**src/common/staircase_pkg.sv**
```systemverilog
// Constants for the staircase code sequencer.
// Assumes a single 125 MHz system clock.
package staircase_pkg;
	localparam int unsigned CLK_HZ = 125000000;
	localparam int unsigned OSC_HZ = 1000000;
	// System clocks per reference oscillator period.
	localparam int unsigned OSC_DIV_CYC = CLK_HZ / OSC_HZ;
	localparam int unsigned RATE_W = 3;
	localparam int unsigned CODE_W = 4;
	localparam logic [3:0] CODE_RESET = 4'h0;
	localparam logic [3:0] COUNT_SELECT = 4'hA;
	localparam logic [3:0] COUNT_LAST = 4'hE;
	localparam logic [3:0] CODE_HOLD = 4'h5;
	localparam logic [7:0] LEAD_RESET = 8'h04;
endpackage : staircase_pkg

```
**src/rtl/staircase_code_sequencer.sv**
```systemverilog
// Staircase code sequencer: step clock divider, counter, hold select, mux.
// Assumes the rate selection and lead delay are quasi-static pins.
`timescale 1ns/1ps
module staircase_code_sequencer #(
	parameter int unsigned RATE_W = staircase_pkg::RATE_W,
	parameter int unsigned LEAD_W = 8
) (
	// Clock and reset.
	input wire logic clk,
	input wire logic rst_n,
	// Controls from pins.
	input wire logic [RATE_W-1:0] rate_sel,
	input wire logic [LEAD_W-1:0] lead_delay,
	// Outputs.
	output logic pretrig,
	output logic step_clk,
	output logic [3:0] dac_code
);
	////////////////////////////////////////////////////////////////////////
	// Reset release and pin synchronisers.
	logic [1:0] rst_sync_q;
	logic [1:0] rst_sync_d;
	logic rst_in_n;
	always_comb rst_sync_d = {rst_sync_q[0], 1'b1};
	always_ff @(posedge clk or negedge rst_n) begin
		if (!rst_n) begin
			rst_sync_q <= 2'h0;
		end else begin
			rst_sync_q <= rst_sync_d;
		end
	end
	assign rst_in_n = rst_sync_q[1];

	logic [RATE_W-1:0] rate_q;
	logic [LEAD_W-1:0] lead_q;
	pin_sync #(
		.W(RATE_W)
	) rate_sync_u (
		.clk(clk),
		.rst_in_n(rst_in_n),
		.pin(rate_sel),
		.value(rate_q)
	);
	pin_sync #(
		.W(LEAD_W),
		.RST_VAL(LEAD_W'(staircase_pkg::LEAD_RESET))
	) lead_sync_u (
		.clk(clk),
		.rst_in_n(rst_in_n),
		.pin(lead_delay),
		.value(lead_q)
	);

	////////////////////////////////////////////////////////////////////////
	// Reference oscillator tick and divided step clock.
	localparam int unsigned OSC_W = $clog2(staircase_pkg::OSC_DIV_CYC);
	localparam int unsigned DIV_W = (1 << RATE_W) + 1;
	logic [OSC_W-1:0] osc_q, osc_d;
	logic [DIV_W-1:0] div_q, div_d, div_last;
	logic osc_tick, div_tick;
	assign osc_tick = (osc_q == OSC_W'(staircase_pkg::OSC_DIV_CYC - 1));
	// Division ratio is two to the power of the rate selection.
	assign div_last = DIV_W'((DIV_W'(1) << rate_q) - DIV_W'(1));
	assign div_tick = osc_tick && (div_q >= div_last);
	always_comb begin
		osc_d = osc_tick ? '0 : OSC_W'(osc_q + 1'b1);
		div_d = div_q;
		if (osc_tick) begin
			div_d = div_tick ? '0 : DIV_W'(div_q + 1'b1);
		end
	end
	always_ff @(posedge clk or negedge rst_in_n) begin
		if (!rst_in_n) begin
			osc_q <= '0;
			div_q <= '0;
		end else begin
			osc_q <= osc_d;
			div_q <= div_d;
		end
	end

	////////////////////////////////////////////////////////////////////////
	// Pretrigger pulse and delayed step pulse.
	logic [LEAD_W:0] lead_cnt_q, lead_cnt_d;
	logic lead_busy_q, lead_busy_d;
	logic pretrig_q, pretrig_d;
	logic step_q, step_d;
	always_comb begin
		lead_cnt_d = lead_cnt_q;
		lead_busy_d = lead_busy_q;
		step_d = 1'b0;
		pretrig_d = div_tick;
		if (div_tick) begin
			lead_busy_d = 1'b1;
			lead_cnt_d = '0;
		end else if (lead_busy_q) begin
			if (lead_cnt_q >= {1'b0, lead_q}) begin
				lead_busy_d = 1'b0;
				step_d = 1'b1;
			end else begin
				lead_cnt_d = (LEAD_W+1)'(lead_cnt_q + 1'b1);
			end
		end
	end
	always_ff @(posedge clk or negedge rst_in_n) begin
		if (!rst_in_n) begin
			lead_cnt_q <= '0;
			lead_busy_q <= 1'b0;
			pretrig_q <= 1'b0;
			step_q <= 1'b0;
		end else begin
			lead_cnt_q <= lead_cnt_d;
			lead_busy_q <= lead_busy_d;
			pretrig_q <= pretrig_d;
			step_q <= step_d;
		end
	end
	assign pretrig = pretrig_q;
	assign step_clk = step_q;

	////////////////////////////////////////////////////////////////////////
	// Step counter, hold select and code multiplexer.
	logic [3:0] count_q;
	logic [3:0] count_d;
	logic [3:0] count_next;
	logic [3:0] code_q;
	logic [3:0] code_d;
	logic select_q;
	logic select_d;
	logic count_bit0, count_bit1, count_bit2, count_bit3;
	assign count_next = 4'(count_q + 4'h1);
	assign count_bit0 = count_next[3];
	assign count_bit1 = count_next[2];
	assign count_bit2 = count_next[1];
	assign count_bit3 = count_next[0];
	always_comb begin
		count_d = count_q;
		select_d = select_q;
		code_d = code_q;
		if (step_q) begin
			if (count_q == staircase_pkg::COUNT_LAST) begin
				count_d = staircase_pkg::CODE_RESET;
				select_d = 1'b0;
			end else begin
				count_d = count_next;
				if ({count_bit0, count_bit1, count_bit2, count_bit3}
					== staircase_pkg::COUNT_SELECT) begin
					select_d = 1'b1;
				end
			end
			// Counts 10 to 14 show the hold level: five intervals.
			code_d = select_d ? staircase_pkg::CODE_HOLD
				: count_d;
		end
	end
	always_ff @(posedge clk or negedge rst_in_n) begin
		if (!rst_in_n) begin
			count_q <= staircase_pkg::CODE_RESET;
			select_q <= 1'b0;
			code_q <= staircase_pkg::CODE_RESET;
		end else begin
			count_q <= count_d;
			select_q <= select_d;
			code_q <= code_d;
		end
	end
	assign dac_code = code_q;
endmodule : staircase_code_sequencer

////////////////////////////////////////////////////////////////////////////
// Three-stage pin synchroniser.
// A new pin value is taken once stages two and three agree.
module pin_sync #(
	parameter int unsigned W = 1,
	parameter logic [W-1:0] RST_VAL = '0
) (
	// Clock and reset.
	input wire logic clk,
	input wire logic rst_in_n,
	// Pin and settled value.
	input wire logic [W-1:0] pin,
	output logic [W-1:0] value
);
	logic [W-1:0] s1_q;
	logic [W-1:0] s1_d;
	logic [W-1:0] s2_q;
	logic [W-1:0] s2_d;
	logic [W-1:0] s3_q;
	logic [W-1:0] s3_d;
	logic [W-1:0] value_q;
	logic [W-1:0] value_d;
	always_comb begin
		s1_d = pin;
		s2_d = s1_q;
		s3_d = s2_q;
		value_d = value_q;
		if (s2_q == s3_q) begin
			value_d = s3_q;
		end
	end
	always_ff @(posedge clk or negedge rst_in_n) begin
		if (!rst_in_n) begin
			s1_q <= RST_VAL;
			s2_q <= RST_VAL;
			s3_q <= RST_VAL;
			value_q <= RST_VAL;
		end else begin
			s1_q <= s1_d;
			s2_q <= s2_d;
			s3_q <= s3_d;
			value_q <= value_d;
		end
	end
	assign value = value_q;
endmodule : pin_sync

```
**config.mk**
```make
export PLATFORM = sky130hd
export DESIGN_NAME = staircase_code_sequencer
export DESIGN_NICKNAME = d
export VERILOG_FILES = /design/src/common/staircase_pkg.sv /design/src/rtl/staircase_code_sequencer.sv
export SDC_FILE = /design/constraint.sdc
export NUM_CORES = 1
export LEC_CHECK = 0
export BUFFER_PORTS_ARGS = -buffer_cell sky130_fd_sc_hd__buf_2
export CAP_MARGIN = 20
export CORE_MARGIN = 2
export CORE_UTILIZATION = 30
export CTS_BUF_LIST = sky130_fd_sc_hd__clkbuf_16
export CTS_CLUSTER_DIAMETER = 100
export DETAILED_ROUTE_END_ITERATION = 7
export GPL_TIMING_DRIVEN = 0
export PLACE_DENSITY = 0.45
export SYNTH_ARGS = -nofsm -noshare
export SYNTH_HDL_FRONTEND = slang
export SYNTH_HIERARCHICAL = 1
export SYNTH_SLANG_ARGS = --single-unit
```
**constraint.sdc**
```tcl
create_clock -name clk -period 2.5 [get_ports clk]
set_input_delay 0.25 -clock clk [delete_from_list [all_inputs] [get_ports clk]]
set_output_delay 0.25 -clock clk [all_outputs]
set_load 0.05 [all_outputs]
```
Word-level counts from Yosys, hierarchy flattened:

Index checks and enable logic that the tools add are counted.
Widths: inputs -> output; s select.

* register bits: 83
* bits of input ports: 13
* output and inout port bits: 6
* logic and storage cells: 51

* add/sub/neg operators: 5
* $lt $le $gt $ge: 2
* equality and inequality tests: 6
* shift operators: 1
* muxes and demuxes: 16
* reductions and logical operators: 3

Operators with widths (count)
* $mux 9: 4
* $add 9x1->9 const B: 2
* $ge 9x8->1: 1
* $ge 9x9->1: 1
* $mux 1: 9
* $shl 1x3->9 const A: 1
* $sub 9x2->9 const B: 1
* $eq 4x4->1 const B: 2
* $eq 8x8->1: 1
* $mux 4: 2
* $add 7x1->7 const B: 1
* $eq 7x7->1 const B: 1
* $mux 7: 1
* $add 4x1->4 const B: 1
* $eq 3x3->1: 1
* $ne 2x2->1 const B: 1
* $reduce_and 2->1: 1
* $reduce_bool 2->1: 1
* $logic_and 1x1->1: 1

Longest topological paths before layout:

* depth in word-level cells: 6
* mapped depth: 9
* mapped depth without buffers: 9

Modules after synthesis:

Netlist, hierarchy kept.

Modules (own cells, without submodules)
* staircase_code_sequencer: times used 1, cells each 232, area an instance 2180.8 µm²
* pin_sync (lead_sync_u): times used 1, cells each 51, area an instance 982.2 µm²
* pin_sync (rate_sync_u): times used 1, cells each 22, area an instance 380.4 µm²

Worst setup path after synthesis:

Ideal clock, no wire load.

* kind: register -> register
* start: register rate_sync_u.value_q[2], in the netlist rate_sync_u/value[2]
* end: register lead_cnt_q[2]
* data arrival time: 2.243 ns
* slack: 0.191 ns
* cell stages (with the launch flop): 10
* buffers on the path: 0
* path through: dfrtp_1 -> or3_1 -> ha_1 -> nand2b_1 -> a211oi_1 -> o21ai_1 -> nand2_2 -> inv_1 -> or4_1 -> nand2_1

* word-level cells in the longest chain between the ends: 6
* elaborated cells on any way between the ends: 8
* classes of those cells: 1 x add/sub; 1 x order compare; 1 x eq/ne; 1 x shift; 1 x mux; 3 x reduce/logical

Ends and longest elaborated chain
* start: declaration: line staircase_code_sequencer.sv:190 `logic [W-1:0] value_q;`
* start signal: assignment: line staircase_code_sequencer.sv:211 `value_q <= value_d;`
* $shl 1x3->9 (*): line staircase_code_sequencer.sv:63 `assign div_last = DIV_W'((DIV_W'(1) << rate_q) - DIV_W'(1));`
* $sub 9x2->9 (*): line staircase_code_sequencer.sv:63
* $ge 9x9->1 (*): line staircase_code_sequencer.sv:64 `assign div_tick = osc_tick && (div_q >= div_last);`
* $logic_and 1x1->1 (*): line staircase_code_sequencer.sv:64
* $ne 2x2->1 (no source line) or $reduce_bool 2->1 (tied branches)
* $reduce_and 2->1 (no source line)
* end signal: assignment: line staircase_code_sequencer.sv:112 `lead_cnt_q <= lead_cnt_d;`
* end: declaration: line staircase_code_sequencer.sv:84 `logic [LEAD_W:0] lead_cnt_q, lead_cnt_d;`

Mark *: on every way between the ends. The rest lies on a longest branch, timed or not.
A chain may end at the register's enable or synchronous reset.

Worst setup path after layout:

Same ends and word-level chain as after synthesis.

==> run summary <==
Post-synthesis net count -> 337
Initial core utilization -> 30.9%
Hold Crit Class -> in -> reg
Syn Inst Count -> 305
Fin. max-slew vios -> 0
Highest metal used -> met4
Fin crit period -> 2.32 ns
Vias in the first global route -> 2221
Pwr dens -> 692 nW/um^2
Avg Inst Size Synth -> 11.6 sq um
Top FF cell, synth -> dfrtp_1
Final instance area -> 4260 sq um
DR WL/cell -> 12.1 um
Maximum vdd ir drop -> 332 uV
First-pass detailed-route iteration total -> 4
Met3 WL -> 196 um
Slowest-stage cell, CP -> or4_1
Die Width -> 113 um
Share of cells above drive strength 1 -> 19.0%
Unrepaired setup endpoints after global routing -> true
Final Hold Vio Count -> 0
Max frequency -> 430 MHz
Sequential element share of the synthesized area -> 58.8%
Clock slew at reported path FFs -> 0.06 ns
Setup Viol. Count Final -> 0
EDFF count, synth -> 0
CP Buf/Inv Count -> 1
Yosys top cell area share -> 55.8%
Gr usage total -> 10.5%
Largest net degree at the start of global routing -> 61
Clock root buffer -> clkbuf_16
CP startpoint kind -> register
Cell Area, Synth -> 3540 sq um
DRC -> 0
DRT iter0 DRCs -> 125
Boundary Pins -> 19
DRT antenna net count -> 0
Die H -> 113 um
Initial antenna violation count -> 0
Number of diodes -> 0
Synth-to-Final Area Change -> 20.2%
Core outline area -> 11500 sq um
Layout Cells excl Fill -> 495
Cell Area, Placed -> 3840 sq um
Ranking of synthesized cells by area -> dfrtp_1, ha_1, mux2_2
Via count -> 2284
Critical Path RT -> 2.77 ns
Critical Path AT -> 2.60 ns
Clk Latency, worst-skew pair -> 0.33 ns
H-tree levels -> 3
Outcome -> complete, no violations
Max Cap Viol -> 0
Fin crit share -> 93.0%
Port-buffer cells -> 18
GRT overflow -> 0
Pre-CTS setup slack -> -0.0899 ns
Post-synth ARST share -> 100%
CTS tree -> done
Post-DP HPWL -> 4040 um
Clk sinks -> 83
Cells after DPL -> 467
DR WL met2 -> 2540 um
Vias per Instance -> 4.61
First-pass GRT wire length -> 10600 um
Filler cells -> 1132
CP max FO -> 8
CP cell instances -> or3_1 -> ha_1 -> nand2b_1 -> a211oi_2 -> o21ai_2 -> nand2_2 -> inv_1 -> or4_1 -> nand2_1
CP max stage delay -> 0.47 ns
Worst Skew -> 0.00356 ns
Row Count -> 39
Yosys top cell by area -> dfrtp_1
Die ar. -> 12700 sq um
PnR worst setup slack -> 0.175 ns
Count of cell types in the netlist -> 45
TritonCTS Buffers -> 9
P_leak -> 1.92 nW
Kind of critical path -> reg -> reg
WL final -> 6010 um
Wire length on met1 -> 3120 um
CP Capture Type -> register
Storage cell area -> 2090 sq um
Yosys warnings -> 6
Nets -> 379
CTS max path bufs -> 2
Multi-input logic area -> 1370 sq um
Cell family with most CP delay -> simple AND/OR/NAND/NOR gates
Synth Register Bits -> 83
Routability cong. -> 0.757
==> where the power goes <==
part / internal [mW] / switching [mW] / total (mW)
sequential: 1.41 / 0.0507 / 1.46
combinational: 0.102 / 0.0930 / 0.195
clock: 0.769 / 0.524 / 1.29
==> Yosys cell counts (3+ instances only) <==
master	instances
dfrtp_1	79
o21ai_0	23
nand2_1	22
inv_1	20
ha_1	19
nor2_1	16
mux2_2	12
nand3_1	12
xor2_1	11
a21oi_1	10
xnor2_1	7
and3_1	6
a31oi_1	5
o31ai_1	5
dfstp_2	4
nand2b_1	4
or4_1	4
and4_1	3
clkbuf_1	3
o21a_1	3
o22ai_1	3
or3_1	3
==> per-layer routing <==
metal  GRT usage (%)  vias to the layer above
li1                -                     1160
met1            14.2                     1083
met3            2.97                       11
met5               0                        -
met2            15.1                       30
met4            6.10                        0
==> final cells by class <==
class / instances / share of cell area (%)
buffer: 6 / 0.676
clock buffer: 9 / 5.29
clock inverter: 7 / 1.59
inverter: 20 / 1.76
multi-input combinational: 196 / 32.1
sequential: 83 / 49.0
tap: 143 / 4.20
timing repair buffer: 31 / 5.35
==> timing repair <==
action | CTS | global route
hold buffers | 7 | 1
hold endpoints to repair | 8 | 1
buffers inserted | 1 | 3
resized for setup | 3 | 1
pin swaps | 1 | 4
endpoints found under the setup margin | 1 | 3
==> final timing paths <==
kind	from	to	slack, ns	cells after the start
setup / recovery	rate_sync_u/value[2]	lead_cnt_q[2]	0.18	9
hold / removal	rate_sel[2]	rate_sync_u/s1_q[2]	0.02	1
setup reg to reg	rate_sync_u/value[2]	lead_cnt_q[2]	0.18	9
hold reg to reg	rst_sync_q[1]	lead_sync_u/s1_q[1]	0.22	0
max in group asynchronous	rst_sync_q[1]	lead_sync_u/s2_q[2]	1.65	1
min in group asynchronous	rst_sync_q[1]	lead_sync_u/s1_q[1]	0.22	0
==> layout by cell type, fill, tap and decap left out, drive strengths merged, types with 2 or more instances in the layout <==
cell / synthesis / routed
o21ai: 24 / 24
a21oi: 10 / 10
or4: 4 / 4
buf: 3 / 26
a21o: 2 / 2
o22ai: 3 / 3
nor2: 16 / 16
xor2: 11 / 11
dlygate4sd3: 0 / 8
nor4: 2 / 2
clkbuf: 3 / 12
nor3: 2 / 2
inv: 20 / 21
or3: 3 / 3
a32oi: 2 / 2
xnor2: 7 / 7
nand2b: 4 / 4
o21a: 3 / 3
a211oi: 3 / 3
nand2: 23 / 23
o211ai: 3 / 3
dfrtp: 79 / 79
mux2: 12 / 12
ha: 19 / 19
nand3: 12 / 12
and4: 3 / 3
o31ai: 5 / 5
a31oi: 5 / 5
dfstp: 4 / 4
clkinv: 0 / 4
and3: 7 / 7
nand4: 2 / 2
==> logic make-up (layout without fill, tap and decap cells) <==
| group | Yosys count | after routing | share of synthesized area (%) |
|---|---|---|---|
| other | 1 | 1 | 0.106 |
| XOR/XNOR | 18 | 18 | 4.45 |
| AO/OA/AOI/OAI | 61 | 61 | 10.6 |
| multiplexers | 13 | 13 | 4.10 |
| buffers and inverters | 26 | 73 | 2.93 |
| flip-flops | 83 | 83 | 58.8 |
| adder cells (fa/ha/maj) | 19 | 19 | 6.71 |
| AND/OR/NAND/NOR | 84 | 84 | 12.4 |
==> worst register-to-register path: stages (launching register included) <==
cell and delay, ns:
dfrtp_2 0.45, or3_1 0.38, ha_1 0.27, nand2b_1 0.15, a211oi_2 0.20, o21ai_2 0.12
nand2_2 0.09, inv_1 0.07, or4_1 0.47, nand2_1 0.08
==> registers in the layout (all words and copies together) (netlist names), 4 cells and up <==
signal             flops
count_q                4
dac_code               4
div_q                  9
lead_cnt_q             9
lead_sync_u/s1_q       8
lead_sync_u/s2_q       8
lead_sync_u/s3_q       8
lead_sync_u/value      8
osc_q                  7
==> through the flow <==
step | hold slack (ns) | total power [mW] | utilization [%] | TNS [ns]
floorplan | -0.0456 | 1.60 | - | 0
finish | 0.0198 | 2.95 | 37.1 | 0
global placement | 0.0352 | 1.65 | 33.2 | -81.64
global route | 0.00136 | 3.11 | 37.1 | -0.0112
detailed placement | 0.0381 | 1.66 | 33.5 | -0.0899
CTS | 0.0000897 | 3.00 | 36.8 | 0
Power figures use the tool's default switching activity.
